### src/rtl/rxrm_defines.vh
`ifndef RXRM_DEFINES_VH
`define RXRM_DEFINES_VH

// ----------------------------------------
// register offsets
// ----------------------------------------
`define RXRM_REG_CMD      4'h0
`define RXRM_REG_FIRST    4'h1
`define RXRM_REG_END      4'h2
`define RXRM_REG_LIMIT    4'h3
`define RXRM_REG_WRPTR    4'h4
`define RXRM_REG_ISTAT    4'h5
`define RXRM_REG_DCFG     4'h6
`define RXRM_REG_RCFG     4'h7
`define RXRM_REG_TCFG     4'h8
`define RXRM_REG_MISSED   4'h9
`define RXRM_REG_RCNTLO   4'ha
`define RXRM_REG_RCNTHI   4'hb
`define RXRM_REG_STATE    4'hc

// ----------------------------------------
// field positions
// ----------------------------------------
`define RXRM_CMD_HALT     0
`define RXRM_CMD_START    1
`define RXRM_CMD_TXREQ    2
`define RXRM_DCFG_WORD    0
`define RXRM_DCFG_ORDER   1
`define RXRM_RCFG_ACCERR  0
`define RXRM_RCFG_ACCRUNT 1
`define RXRM_TCFG_LB_LO   1
`define RXRM_TCFG_LB_HI   2
`define RXRM_IST_RXOK     0
`define RXRM_IST_RXERR    2
`define RXRM_IST_OVFL     4
`define RXRM_RST_OK       0
`define RXRM_RST_CRC      1
`define RXRM_RST_ALIGN    2
`define RXRM_RST_RUNT     3

// ----------------------------------------
// reset values and layout constants
// ----------------------------------------
`define RXRM_CMD_RESET    8'h21
`define RXRM_FIRST_RESET  8'h40
`define RXRM_END_RESET    8'h80
`define RXRM_LIMIT_RESET  8'h40
`define RXRM_WRPTR_RESET  8'h40
`define RXRM_HDR_OFFSET   8'h04
`define RXRM_PAGE_LAST    8'hff
`define RXRM_MISSED_MAX   8'hff

`endif

### src/rtl/rxrm_ring_manager.v
// Functional notes
// - reaching the read limit page while linking aborts the packet in progress.
// - a ring overflow sets the overflow warning flag in interrupt status.
// - after overflow local receive stays suspended until software halts the block.
// - the missed packet tally never counts while the block is halted.
// - a start with loopback selected keeps local receive inactive.
// - an accepted packet gets status, next pointer and count at its first page.
// - the next packet starts on the next empty page boundary.
// - after the header the write page pointer takes the precomputed next page.
// - rejected packets rewind to the write page pointer unless acceptance is set.
// - the frame check bytes are stored right after the last data byte.
// - word mode puts status low, pointer high; byte order swaps count and data.
// - byte mode stores status, pointer, count low, count high, then data.
// - four bytes at the start of the first page are kept for the header.
// - the page after the last ring page is the ring's first page.
`timescale 1ns/1ps
`default_nettype none
`include "rxrm_defines.vh"

module rxrm_ring_manager (
  // clock and reset
  input  wire        ref_clk,
  input  wire        resetn,
  // register port
  input  wire [3:0]  regAddr,
  input  wire [7:0]  regWdata,
  input  wire        regWrite,
  input  wire        regRead,
  output reg  [7:0]  regRdata,
  // receive byte stream
  input  wire        rxValid,
  input  wire [7:0]  rxData,
  input  wire        rxLast,
  input  wire        rxRunt,
  input  wire        rxCrcErr,
  input  wire        rxAlignErr,
  // buffer memory write port
  output reg         memWe,
  output reg  [15:0] memAddr,
  output reg  [15:0] memWdata,
  output reg  [1:0]  memLaneEn,
  // status
  output reg         rxDmaActive
);

  // ----------------------------------------
  // states
  // ----------------------------------------
  localparam [3:0] ST_IDLE = 4'b0001;
  localparam [3:0] ST_RECV = 4'b0010;
  localparam [3:0] ST_DROP = 4'b0100;
  localparam [3:0] ST_HDR  = 4'b1000;

  // ----------------------------------------
  // registers
  // ----------------------------------------
  reg [3:0]  state;
  reg [7:0]  commandReg;
  reg [7:0]  ringFirstPage;
  reg [7:0]  ringEndPage;
  reg [7:0]  readLimitPointer;
  reg [7:0]  writePagePointer;
  reg [7:0]  interruptStatus;
  reg [7:0]  dataConfigReg;
  reg [7:0]  rxConfigReg;
  reg [7:0]  txConfigReg;
  reg [7:0]  missedTally;
  reg [7:0]  remoteCountLow;
  reg [7:0]  remoteCountHigh;
  reg        overflowSuspend;
  reg [15:0] dmaAddr;
  reg [15:0] byteCount;
  reg [7:0]  heldByte;
  reg [7:0]  scratchPage;
  reg [7:0]  rxStatusByte;
  reg [1:0]  hdrIdx;

  // ----------------------------------------
  // combinational helpers
  // ----------------------------------------
  wire        haltBit     = commandReg[`RXRM_CMD_HALT];
  wire        startBit    = commandReg[`RXRM_CMD_START];
  wire        wordMode    = dataConfigReg[`RXRM_DCFG_WORD];
  wire        byteOrder   = dataConfigReg[`RXRM_DCFG_ORDER];
  wire        loopbackSel = txConfigReg[`RXRM_TCFG_LB_HI] | txConfigReg[`RXRM_TCFG_LB_LO];
  // loopback keeps the local receive channel idle even after a start command
  wire        dmaEnable   = startBit & ~haltBit & ~loopbackSel & ~overflowSuspend;
  wire        inIdle      = (state == ST_IDLE);
  wire        takeByte    = rxValid & ((inIdle & dmaEnable) | (state == ST_RECV));
  // the first byte of a packet lands behind the space reserved for the header
  wire [15:0] curAddr     = inIdle ? {writePagePointer, `RXRM_HDR_OFFSET} : dmaAddr;
  wire        pageEdge    = (curAddr[7:0] == `RXRM_PAGE_LAST);
  wire [7:0]  stepPage;
  wire        hitLimit    = takeByte & pageEdge & (stepPage == readLimitPointer);
  wire        badFrame    = (rxRunt & ~rxConfigReg[`RXRM_RCFG_ACCRUNT]) |
                            ((rxCrcErr | rxAlignErr) & ~rxConfigReg[`RXRM_RCFG_ACCERR]);
  wire [15:0] countNow    = inIdle ? 16'h0001 : byteCount + 16'h0001;
  wire        hdrDone     = wordMode ? (hdrIdx == 2'h1) : (hdrIdx == 2'h3);
  wire        wrHit       = regWrite;
  wire        missedInc;
  wire        rxOkSet;
  wire        rxErrSet;

  rxrm_page_step stepU (
    .page      (curAddr[15:8]),
    .firstPage (ringFirstPage),
    .endPage   (ringEndPage),
    .nextPage  (stepPage)
  );

  // a packet is missed when it starts while the channel is suspended, or when it
  // overruns the ring; nothing is tallied while halted
  assign missedInc = ~haltBit & ((rxValid & inIdle & startBit & overflowSuspend) | hitLimit);
  assign rxOkSet   = (state == ST_HDR) & hdrDone;
  assign rxErrSet  = takeByte & rxLast & ~hitLimit & badFrame;

  // places the even-address byte in its lane; byte order puts it high
  function [15:0] laneData;
    input [7:0] evenByte;
    input [7:0] oddByte;
    input       swapOrder;
    begin
      laneData = swapOrder ? {evenByte, oddByte} : {oddByte, evenByte};
    end
  endfunction

  // ----------------------------------------
  // next values of the host-visible registers
  // ----------------------------------------
  reg [7:0] next_interruptStatus;
  reg [7:0] next_missedTally;

  always @* begin
    next_interruptStatus = interruptStatus;
    // write-one-to-clear; a same-cycle event still lands because sets come last
    if (wrHit && regAddr == `RXRM_REG_ISTAT) begin
      next_interruptStatus = interruptStatus & ~regWdata;
    end
    if (hitLimit) begin
      next_interruptStatus[`RXRM_IST_OVFL] = 1'b1;
    end
    if (rxOkSet) begin
      next_interruptStatus[`RXRM_IST_RXOK] = 1'b1;
    end
    if (rxErrSet) begin
      next_interruptStatus[`RXRM_IST_RXERR] = 1'b1;
    end
    next_missedTally = missedTally;
    if (regRead && regAddr == `RXRM_REG_MISSED) begin
      next_missedTally = 8'h00;
    end
    // saturates rather than wrapping so a flood never reads as few misses
    if (missedInc && next_missedTally != `RXRM_MISSED_MAX) begin
      next_missedTally = next_missedTally + 8'h01;
    end
  end

  // ----------------------------------------
  // register file, receive engine and memory port
  // ----------------------------------------
  always @(posedge ref_clk or negedge resetn) begin
    if (!resetn) begin
      state            <= ST_IDLE;
      commandReg       <= `RXRM_CMD_RESET;
      ringFirstPage    <= `RXRM_FIRST_RESET;
      ringEndPage      <= `RXRM_END_RESET;
      readLimitPointer <= `RXRM_LIMIT_RESET;
      writePagePointer <= `RXRM_WRPTR_RESET;
      interruptStatus  <= 8'h00;
      dataConfigReg    <= 8'h00;
      rxConfigReg      <= 8'h00;
      txConfigReg      <= 8'h00;
      missedTally      <= 8'h00;
      remoteCountLow   <= 8'h00;
      remoteCountHigh  <= 8'h00;
      overflowSuspend  <= 1'b0;
      dmaAddr          <= 16'h0000;
      byteCount        <= 16'h0000;
      heldByte         <= 8'h00;
      scratchPage      <= 8'h00;
      rxStatusByte     <= 8'h00;
      hdrIdx           <= 2'h0;
      regRdata         <= 8'h00;
      memWe            <= 1'b0;
      memAddr          <= 16'h0000;
      memWdata         <= 16'h0000;
      memLaneEn        <= 2'h0;
      rxDmaActive      <= 1'b0;
    end else begin
      interruptStatus <= next_interruptStatus;
      missedTally     <= next_missedTally;
      rxDmaActive     <= dmaEnable;
      memWe           <= 1'b0;
      memLaneEn       <= 2'h0;

      // host writes
      if (wrHit) begin
        if (regAddr == `RXRM_REG_CMD) begin
          commandReg <= regWdata;
          // halting is the start of recovery and lifts the overflow suspension
          if (regWdata[`RXRM_CMD_HALT]) begin
            overflowSuspend <= 1'b0;
          end
        end else if (regAddr == `RXRM_REG_FIRST) begin
          ringFirstPage <= regWdata;
        end else if (regAddr == `RXRM_REG_END) begin
          ringEndPage <= regWdata;
        end else if (regAddr == `RXRM_REG_LIMIT) begin
          readLimitPointer <= regWdata;
        end else if (regAddr == `RXRM_REG_WRPTR) begin
          writePagePointer <= regWdata;
        end else if (regAddr == `RXRM_REG_DCFG) begin
          dataConfigReg <= regWdata;
        end else if (regAddr == `RXRM_REG_RCFG) begin
          rxConfigReg <= regWdata;
        end else if (regAddr == `RXRM_REG_TCFG) begin
          txConfigReg <= regWdata;
        end else if (regAddr == `RXRM_REG_RCNTLO) begin
          remoteCountLow <= regWdata;
        end else if (regAddr == `RXRM_REG_RCNTHI) begin
          remoteCountHigh <= regWdata;
        end
      end

      // host reads, data valid in the following cycle only
      regRdata <= 8'h00;
      if (regRead) begin
        if (regAddr == `RXRM_REG_CMD) begin
          regRdata <= commandReg;
        end else if (regAddr == `RXRM_REG_FIRST) begin
          regRdata <= ringFirstPage;
        end else if (regAddr == `RXRM_REG_END) begin
          regRdata <= ringEndPage;
        end else if (regAddr == `RXRM_REG_LIMIT) begin
          regRdata <= readLimitPointer;
        end else if (regAddr == `RXRM_REG_WRPTR) begin
          regRdata <= writePagePointer;
        end else if (regAddr == `RXRM_REG_ISTAT) begin
          regRdata <= interruptStatus;
        end else if (regAddr == `RXRM_REG_DCFG) begin
          regRdata <= dataConfigReg;
        end else if (regAddr == `RXRM_REG_RCFG) begin
          regRdata <= rxConfigReg;
        end else if (regAddr == `RXRM_REG_TCFG) begin
          regRdata <= txConfigReg;
        end else if (regAddr == `RXRM_REG_MISSED) begin
          regRdata <= missedTally;
        end else if (regAddr == `RXRM_REG_RCNTLO) begin
          regRdata <= remoteCountLow;
        end else if (regAddr == `RXRM_REG_RCNTHI) begin
          regRdata <= remoteCountHigh;
        end else if (regAddr == `RXRM_REG_STATE) begin
          regRdata <= {overflowSuspend, dmaEnable, 2'b00, state};
        end
      end

      // store one received byte, frame check bytes included as plain data
      if (takeByte) begin
        byteCount <= countNow;
        if (!wordMode) begin
          memWe     <= 1'b1;
          memAddr   <= curAddr;
          memWdata  <= {8'h00, rxData};
          memLaneEn <= 2'b01;
        end else if (!curAddr[0]) begin
          heldByte <= rxData;
          // an odd byte count leaves a lone even byte to flush on its own
          if (rxLast) begin
            memWe     <= 1'b1;
            memAddr   <= {curAddr[15:1], 1'b0};
            memWdata  <= laneData(rxData, 8'h00, byteOrder);
            memLaneEn <= byteOrder ? 2'b10 : 2'b01;
          end
        end else begin
          memWe     <= 1'b1;
          memAddr   <= {curAddr[15:1], 1'b0};
          memWdata  <= laneData(heldByte, rxData, byteOrder);
          memLaneEn <= 2'b11;
        end
        // link to the following page at a page edge, even when that page is the read limit
        if (pageEdge) begin
          dmaAddr <= {stepPage, 8'h00};
        end else begin
          dmaAddr <= curAddr + 16'h0001;
        end
      end

      case (state)
        ST_IDLE: begin
          if (rxValid) begin
            if (hitLimit) begin
              overflowSuspend <= 1'b1;
              state           <= rxLast ? ST_IDLE : ST_DROP;
            end else if (dmaEnable) begin
              if (rxLast) begin
                state <= badFrame ? ST_IDLE : ST_HDR;
              end else begin
                state <= ST_RECV;
              end
            end else if (!rxLast) begin
              state <= ST_DROP;
            end
          end
        end
        ST_RECV: begin
          if (rxValid) begin
            if (hitLimit) begin
              // earlier packets in the ring stay untouched; this one is lost
              overflowSuspend <= 1'b1;
              state           <= rxLast ? ST_IDLE : ST_DROP;
            end else if (rxLast) begin
              // rejection leaves the write page pointer alone, so its pages are reused
              state <= badFrame ? ST_IDLE : ST_HDR;
            end
          end
        end
        ST_DROP: begin
          if (rxValid && rxLast) begin
            state <= ST_IDLE;
          end
        end
        ST_HDR: begin
          hdrIdx <= hdrIdx + 2'h1;
          memWe  <= 1'b1;
          if (wordMode) begin
            memLaneEn <= 2'b11;
            memAddr   <= {writePagePointer, 6'h00, hdrIdx[0], 1'b0};
            if (hdrIdx[0] == 1'b0) begin
              memWdata <= {scratchPage, rxStatusByte};
            end else begin
              memWdata <= laneData(byteCount[7:0], byteCount[15:8], byteOrder);
            end
          end else begin
            memLaneEn <= 2'b01;
            memAddr   <= {writePagePointer, 6'h00, hdrIdx};
            if (hdrIdx == 2'h0) begin
              memWdata <= {8'h00, rxStatusByte};
            end else if (hdrIdx == 2'h1) begin
              memWdata <= {8'h00, scratchPage};
            end else if (hdrIdx == 2'h2) begin
              memWdata <= {8'h00, byteCount[7:0]};
            end else begin
              memWdata <= {8'h00, byteCount[15:8]};
            end
          end
          if (hdrDone) begin
            hdrIdx           <= 2'h0;
            writePagePointer <= scratchPage;
            state            <= ST_IDLE;
          end
        end
        default: begin
          state <= ST_IDLE;
        end
      endcase

      // end of an accepted frame: remember where the next one will begin
      if (takeByte && rxLast && !hitLimit && !badFrame) begin
        scratchPage  <= stepPage;
        hdrIdx       <= 2'h0;
        rxStatusByte <= {4'h0, rxRunt, rxAlignErr, rxCrcErr, 1'b1};
      end
    end
  end

endmodule

`default_nettype wire

### src/rtl/rxrm_page_step.v
`timescale 1ns/1ps
`default_nettype none

// ----------------------------------------
// next 256-byte page of the ring
// ----------------------------------------
module rxrm_page_step (
  // current page and ring bounds
  input  wire [7:0] page,
  input  wire [7:0] firstPage,
  input  wire [7:0] endPage,
  // following page
  output wire [7:0] nextPage
);

  wire [7:0] plainNext;

  assign plainNext = page + 8'h01;
  // the end page itself is never used, the ring folds back onto the first page
  assign nextPage  = (plainNext == endPage) ? firstPage : plainNext;

endmodule

`default_nettype wire

### config.mk
export PLATFORM = sky130hd
export DESIGN_NAME = rxrm_ring_manager
export DESIGN_NICKNAME = d
export VERILOG_FILES = /design/src/rtl/rxrm_ring_manager.v /design/src/rtl/rxrm_page_step.v
export VERILOG_INCLUDE_DIRS = /design/src /design/src/rtl
export SDC_FILE = /design/constraint.sdc
export NUM_CORES = 1
export LEC_CHECK = 0
export BUFFER_PORTS_ARGS = -buffer_cell sky130_fd_sc_hd__buf_2
export CAP_MARGIN = 10
export CORE_UTILIZATION = 47
export CTS_CLUSTER_DIAMETER = 40
export DETAILED_ROUTE_END_ITERATION = 10
export PLACE_DENSITY_LB_ADDON = 0.25
export SYNTH_ARGS = -nofsm -noshare
export SYNTH_HDL_FRONTEND = slang
export SYNTH_SLANG_ARGS = --single-unit
### constraint.sdc
create_clock -name ref_clk -period 6.32 [get_ports ref_clk]
set_clock_uncertainty 0.1 [all_clocks]
set_input_delay 1.264 -clock ref_clk [delete_from_list [all_inputs] [get_ports ref_clk]]
set_output_delay 1.264 -clock ref_clk [all_outputs]
set_load 0.02 [all_outputs]
## After elaboration in Yosys (flattened, before gate mapping)

Index checks and enable logic that the tools add are counted.

- $add $sub $neg: 5
- Multiply operators: 0
- Divide/modulo/power cells: 0
- Order comparisons: 0
- Eq/ne operators: 30
- Shift operators: 0
- Mux-type cells: 86
- Bitwise operators: 40
- Reductions and logical operators: 29

Operators with widths:

| cell | count |
|---|---|
| $mux W16 | 18 |
| $mux W8 | 28 |
| $mux W4 | 11 |
| $add A16 B1 Y16 const B | 2 |
| $eq A4 B4 Y1 const B | 6 |
| $mux W2 | 11 |
| $eq A4 B3 Y1 const B | 5 |
| $and A1 B1 Y1 | 17 |
| $add A8 B1 Y8 const B | 2 |
| $eq A8 B8 Y1 | 2 |
| $not A1 Y1 | 16 |
| $pmux W4 S4 | 1 |
| $mux W1 | 15 |
| $eq A4 B2 Y1 const B | 3 |
| $reduce_and A11 Y1 | 1 |
| $reduce_and A10 Y1 | 1 |
| $reduce_bool A2 Y1 | 5 |
| $reduce_and A9 Y1 | 1 |
| $and A8 B8 Y8 | 1 |
| $eq A4 B1 Y1 const B | 2 |
| $eq A8 B8 Y1 const B | 1 |
| $ne A2 B2 Y1 const B | 4 |
| $ne A8 B8 Y1 const B | 1 |
| $not A8 Y8 | 1 |
| other kinds (21) | 35 |

- Flip-flop bits (word level): 199
- Latch bits: 0
- Memory bits (writable): 0
- Bits in read-only memories: 0
- Output and inout bits: 44
- Logic and storage cells: 219
- Memories kept: 0

## Longest topological paths before layout

- Depth in word-level cells: 18
- Mapped depth: 18

## Cells and area by module

From an unflattened synthesis, not the netlist that was laid out.

- Cells, all modules: 1136
- Area total of the unflattened synthesis: 11193.2 µm²

By module, submodules not included:

| module | instances | cells each | area an instance (µm²) | seq. area each (µm²) |
|---|---|---|---|---|
| rxrm_ring_manager | 1 | 1091 | 10800.4 | 4988.5 |
| rxrm_page_step | 1 | 45 | 392.9 | 0.0 |

## Worst setup path before layout

No wires, ideal clock.

- Kind: register to register
- From: register state[0]
- To: register rxStatusByte[3]
- Arrival: 4.406 ns
- Required time: 6.095 ns
- Path slack: 1.689 ns
- Stages on the path, launching flop included: 19
- Period minus slack after synthesis: 4.631 ns
- Cell sequence: dfstp_2 > or4b_1 > buf_2 > buf_6 > clkbuf_1 > nand2_1 > nand2_1 > ha_1 > nand3_1 > xor2_1 > mux2i_1 > xor2_1 > or4_1 > nor2_1 > a311oi_2 > o2111ai_2 > nor3b_4 > buf_6 > mux2_4

- Longest elaborated chain between the ends: 10
- Elaborated cells on any way between the ends: 17
- Those cells by class: 1 x add/sub; 5 x eq/ne; 2 x mux; 5 x bitwise; 4 x reduce/logical

RTL lines:

| what | RTL line | RTL |
|---|---|---|
| from (decl) | rxrm_ring_manager.v:57 | `reg [3:0] state;` |
| from (signal assigned) | rxrm_ring_manager.v:293 | `state <= rxLast ? ST_IDLE : ST_DROP;` |
| from (signal assigned) | rxrm_ring_manager.v:296 | `state <= badFrame ? ST_IDLE : ST_HDR;` |
| from (signal assigned) | rxrm_ring_manager.v:310 | `state <= rxLast ? ST_IDLE : ST_DROP;` |
| $eq A4 B1 Y1 | rxrm_ring_manager.v:88 | `wire inIdle = (state == ST_IDLE);` |
| $mux W16 | rxrm_ring_manager.v:91 | `` wire [15:0] curAddr = inIdle ? {writePagePointer, `RXRM_HDR_OFFSET} : dmaAddr; `` |
| $add A8 B1 Y8 | rxrm_page_step.v:18 | `assign plainNext = page + 8'h01;` |
| $eq A8 B8 Y1 | rxrm_page_step.v:20 | `assign nextPage = (plainNext == endPage) ? firstPage : plainNext;` |
| $mux W8 | rxrm_page_step.v:20 |  |
| $eq A8 B8 Y1 | rxrm_ring_manager.v:94 | `wire hitLimit = takeByte & pageEdge & (stepPage == readLimitPointer);` |
| $and A1 B1 Y1 | rxrm_ring_manager.v:94 |  |
| $logic_not A1 Y1 | rxrm_ring_manager.v:358 | `if (takeByte && rxLast && !hitLimit && !badFrame) begin` |
| $logic_and A1 B1 Y1 (*) (2 in a row) | rxrm_ring_manager.v:358 |  |
| to (signal assigned) | rxrm_ring_manager.v:361 | `rxStatusByte <= {4'h0, rxRunt, rxAlignErr, rxCrcErr, 1'b1};` |
| to (decl) | rxrm_ring_manager.v:75 | `reg [7:0] rxStatusByte;` |

Every way passes the cells marked *; elsewhere a longest branch is shown, timed or not.
A chain may end at the register's enable or synchronous reset.

## Worst setup path after layout

- From: register state[0]
- To: register rxStatusByte[2]

Same word-level chain as after synthesis.

==> impl_metrics.prom <==
# TYPE chip_impl_metric gauge
chip_impl_metric{name="clockPowerShare",unit="%"} 22.3
chip_impl_metric{name="clkSlewWorstSetupHoldPaths",unit="ps"} 80
chip_impl_metric{name="worstPathBufferInverterCount",unit=""} 2
chip_impl_metric{name="vias",unit=""} 9811
chip_impl_metric{name="fin_max_slew_vios",unit=""} 0
chip_impl_metric{name="finalWeightedCongestion",unit=""} 0.908
chip_impl_info{name="status",value="completed"} 1
chip_impl_metric{name="globalRouteOverflowTotal",unit=""} 0
chip_impl_metric{name="rows",unit=""} 57
chip_impl_metric{name="worst_ep_arrival",unit="ps"} 5710
chip_impl_metric{name="critPathRequiredTime",unit="ps"} 6550
chip_impl_metric{name="multi_input_area",unit="mm2"} 0.00620
chip_impl_metric{name="track_usage",unit="%"} 27.3
chip_impl_metric{name="worstMarginPinSlew",unit="ps"} 1200
chip_impl_metric{name="ys_seq_elements",unit=""} 199
chip_impl_metric{name="synthesis.nets",unit=""} 1310
chip_impl_metric{name="grt_pass1_wl",unit="um"} 53400
chip_impl_info{name="clock_tree.root_cell",value="clkbuf_16"} 1
chip_impl_metric{name="reg2reg_slack",unit="ps"} 840
chip_impl_info{name="endpoint_kind_of_the_worst_setup_timing_path",value="flip-flop"} 1
chip_impl_metric{name="final.period_utilization",unit="%"} 86.8
chip_impl_metric{name="switchingPower",unit="mW"} 2.12
chip_impl_metric{name="buffers_inserted_by_post_cts_timing_repair",unit=""} 0
chip_impl_metric{name="pwr_density_cell",unit="mW/mm2"} 391
chip_impl_metric{name="yosysSeqAreaShare",unit="%"} 42.9
chip_impl_info{name="cts_tree",value="done"} 1
chip_impl_metric{name="layout-area-overhead-vs-synth",unit="%"} 10.2
chip_impl_metric{name="ys_warnings",unit=""} 0
chip_impl_info{name="yosysTopAreaCell",value="dfrtp_1"} 1
chip_impl_metric{name="power_frac_seq",unit="%"} 38.6
chip_impl_info{name="min_from",value="memAddr[0]$_DFFE_PN0P_"} 1
chip_impl_metric{name="power_report.internal_total",unit="mW"} 2.90
chip_impl_metric{name="i_o_pin_cnt",unit=""} 73
chip_impl_info{name="grt.busiest_layer",value="met2"} 1
chip_impl_info{name="worst_path_max_delay_cell",value="nor3b_4"} 1
chip_impl_info{name="yosys-top-cells-area",value="dfrtp_1 41%, mux2_2 8.6%, nand2_1 5.6%"} 1
chip_impl_metric{name="synthArstFlopShare",unit="%"} 100
chip_impl_metric{name="power.leakage",unit="nW"} 5.58
chip_impl_metric{name="cts_hold_repair.buffers",unit=""} 0
chip_impl_info{name="timing.critical_path.from_type",value="flip-flop"} 1
chip_impl_metric{name="sw_share",unit="%"} 42.2
chip_impl_metric{name="routed_wl",unit="um"} 33900
chip_impl_info{name="timing.hold.worst.class",value="flip-flop to flip-flop"} 1
chip_impl_metric{name="port_buffers",unit=""} 72
chip_impl_metric{name="width_of_the_die",unit="um"} 159
chip_impl_metric{name="total_power",unit="mW"} 5.02
chip_impl_metric{name="grt.met3_usage",unit="%"} 3.88
chip_impl_metric{name="fmax",unit="GHz"} 0.182
chip_impl_metric{name="combPwrFrac",unit="%"} 39.1
chip_impl_metric{name="finalSetupViolations",unit=""} 0
chip_impl_metric{name="worst_slew_margin_rel",unit="%"} 19.3
chip_impl_metric{name="tns",unit="ps"} 0
chip_impl_info{name="crit_top_cell",value="mux2i_1"} 1
chip_impl_info{name="regToRegStartpoint",value="state[0]$_DFFE_PN1P_"} 1
chip_impl_metric{name="hpwl",unit="um"} 23800
chip_impl_metric{name="layout_setup_ws",unit="ps"} 837
chip_impl_info{name="worstSetupStartpoint",value="state[0]$_DFFE_PN1P_"} 1
chip_impl_metric{name="largest_net_degree_at_the_start_of_global_routing",unit=""} 187
chip_impl_metric{name="detailedRoute.firstIterationViolations",unit=""} 1000
chip_impl_metric{name="netlist_area",unit="mm2"} 0.0116
chip_impl_metric{name="preCtsSetupSlack",unit="ps"} 906
chip_impl_metric{name="grt_pass1_vias",unit=""} 9287
chip_impl_metric{name="n_fill_cell",unit=""} 2230
chip_impl_metric{name="maxCapViolCount",unit=""} 0
chip_impl_info{name="yosysMostFrequentCell",value="dfrtp_1"} 1
chip_impl_metric{name="core_area",unit="mm2"} 0.0243
chip_impl_metric{name="tritoncts.num_buffers",unit=""} 17
chip_impl_info{name="unrepaired_setup_endpoints_after_global_routing",value="false"} 1
chip_impl_metric{name="route.detailed.wl_per_inst",unit="um"} 20.8
chip_impl_metric{name="die_y",unit="um"} 159
chip_impl_metric{name="finalWorstPathRequiredPeriod",unit="ps"} 5480
chip_impl_info{name="worstPathCellList",value="nor4b_4, buf_4, mux2i_1, inv_1, ha_1, nand3_1, xor2_1, mux2i_1, xor2_1, nor4_2, nand2_1, mux2i_1, o2111ai_2, nor3b_4, mux2_2"} 1
chip_impl_metric{name="floorplan.die_area",unit="mm2"} 0.0254
chip_impl_metric{name="ff_latch_area",unit="mm2"} 0.00499
chip_impl_metric{name="use_met1",unit="%"} 38.1
chip_impl_metric{name="number_of_endpoints_with_negative_hold_slack_in_the_final_report",unit=""} 0
chip_impl_metric{name="fin_nets",unit=""} 1332
chip_impl_metric{name="synthDistinctLibCells",unit=""} 74
chip_impl_metric{name="grt_antenna_before_repair",unit=""} 0
chip_impl_metric{name="max-clock-path-buffers",unit=""} 2
chip_impl_info{name="synth-main-ff-cell",value="dfrtp_1"} 1
chip_impl_metric{name="cts_htree_levels",unit=""} 4
chip_impl_metric{name="ir_drop",unit="mV"} 0.197
chip_impl_metric{name="synth_edf_count",unit=""} 0
chip_impl_metric{name="drt_pass1_iterations",unit=""} 5
chip_impl_metric{name="antenna-diode-count",unit=""} 0
chip_impl_metric{name="ratio_of_cells_with_drive_above_1_in_the_final_layout",unit="%"} 19.0
chip_impl_metric{name="synthesis.area_per_instance",unit="um2"} 9.14
chip_impl_metric{name="timing.critical_path.slowest_cell_delay",unit="ps"} 820
chip_impl_info{name="setup.worst_path.class",value="flip-flop to flip-flop"} 1
chip_impl_metric{name="initial_core_util",unit="%"} 47.8
chip_impl_metric{name="number_of_cells_upsized_or_downsized_after_cts",unit=""} 0
chip_impl_metric{name="clock-sinks",unit=""} 199
chip_impl_info{name="critPathTopFamily",value="simple AND/OR/NAND/NOR gates"} 1
chip_impl_info{name="netlist_top_cells_count",value="192 x dfrtp_1, 173 x nand2_1, 114 x nor2_1, 97 x a21oi_1"} 1
chip_impl_metric{name="post-synth-top-area-fraction",unit="%"} 41.3
chip_impl_metric{name="clkLatencyLatePin",unit="ps"} 450
chip_impl_metric{name="drc",unit=""} 0
chip_impl_metric{name="antenna_left",unit=""} 0
chip_impl_metric{name="detail_route.vias_per_cell",unit=""} 6.01
chip_impl_metric{name="gr_met2_demand_resource",unit="%"} 43.3
chip_impl_metric{name="path_max_fanout",unit=""} 15
chip_impl_metric{name="syn-instance-count",unit=""} 1273
==> tightest hold or removal path, delay by kind of cell, from the launching register on <==
family / cells / cell delay [ps]
AO/OA/AOI/OAI: 1 / 70
AND/OR/NAND/NOR: 1 / 40
flip-flops: 1 / 340
==> path summary, 6_finish.rpt <==
kind | cells after the start | endpoint
min reg2reg | 2 | memAddr[0]$_DFFE_PN0P_
max in group asynchronous | 2 | readLimitPointer[3]$_DFFE_PN0P_
min in group asynchronous | 1 | memAddr[3]$_DFFE_PN0P_
max reg2reg | 15 | rxStatusByte[2]$_DFFE_PN0P_
max | 15 | rxStatusByte[2]$_DFFE_PN0P_
min | 2 | memAddr[0]$_DFFE_PN0P_
==> routing by layer <==
metal,part of all wire (%),up-vias
met4,2.4,0
met2,48,328
met3,5.4,55
li1,-,4609
met1,45,4819
met5,0,-
==> cell type report <==
class                      instances  area share (%)
timing repair buffer              90            4.03
clock inverter                    15            1.38
sequential                       199            38.9
inverter                          28           0.820
tap                              324            3.16
multi-input combinational        959            48.4
clock buffer                      17            3.32
==> state kept, by name, indices dropped and copies added, names as in the netlist, 8 cells and up <==
register / cells
byteCount: 16
commandReg: 8
dataConfigReg: 8
dmaAddr: 16
heldByte: 8
interruptStatus: 8
memAddr: 16
memWdata: 16
missedTally: 8
readLimitPointer: 8
regRdata: 8
remoteCountHigh: 8
remoteCountLow: 8
ringEndPage: 8
ringFirstPage: 8
rxConfigReg: 8
scratchPage: 8
txConfigReg: 8
writePagePointer: 8
==> cell families after synthesis <==
logic type	count (synthesis)	synth area share [%]
AO/OA/AOI/OAI	319	16.8
XOR/XNOR	37	2.97
adder cells (fa/ha/maj)	8	0.861
buffers and inverters	115	3.85
flip-flops	199	42.9
multiplexers	152	14.9
AND/OR/NAND/NOR	443	17.7
==> power groups by stage <==
stage | Sequential [mW] | Clock (mW) | Combinational (mW)
after floorplan | 1.89 | 0 | 1.39
after global placement | 1.94 | 0 | 1.93
after detailed placement | 1.95 | 0 | 1.95
after CTS | 1.93 | 1.14 | 1.96
after global routing | 1.97 | 1.18 | 2.16
final | 1.94 | 1.12 | 1.96
==> placed cells by master (no fill, tap or decap), types with 21 or more instances in the layout <==
cell type and count:
mux2_2 89, a21oi_1 97, nor2_1 114, nand4_1 21, inv_1 27, nand2_1 173
mux2i_1 52, o21ai_0 88, buf_2 71, dfrtp_1 192, nand3_1 51
==> stage by stage <==
stage	cell area (um2)	cells	utilization [%]	hold WS (ps)
global placement	12200	1600	50.2	362
global route	12800	1632	52.7	415
detailed placement	12200	1600	50.2	372
floorplan	11600	1273	-	345
CTS	12800	1632	52.7	393
finish	12800	1632	52.7	387
No activity file was read; power rests on OpenSTA's default activity.
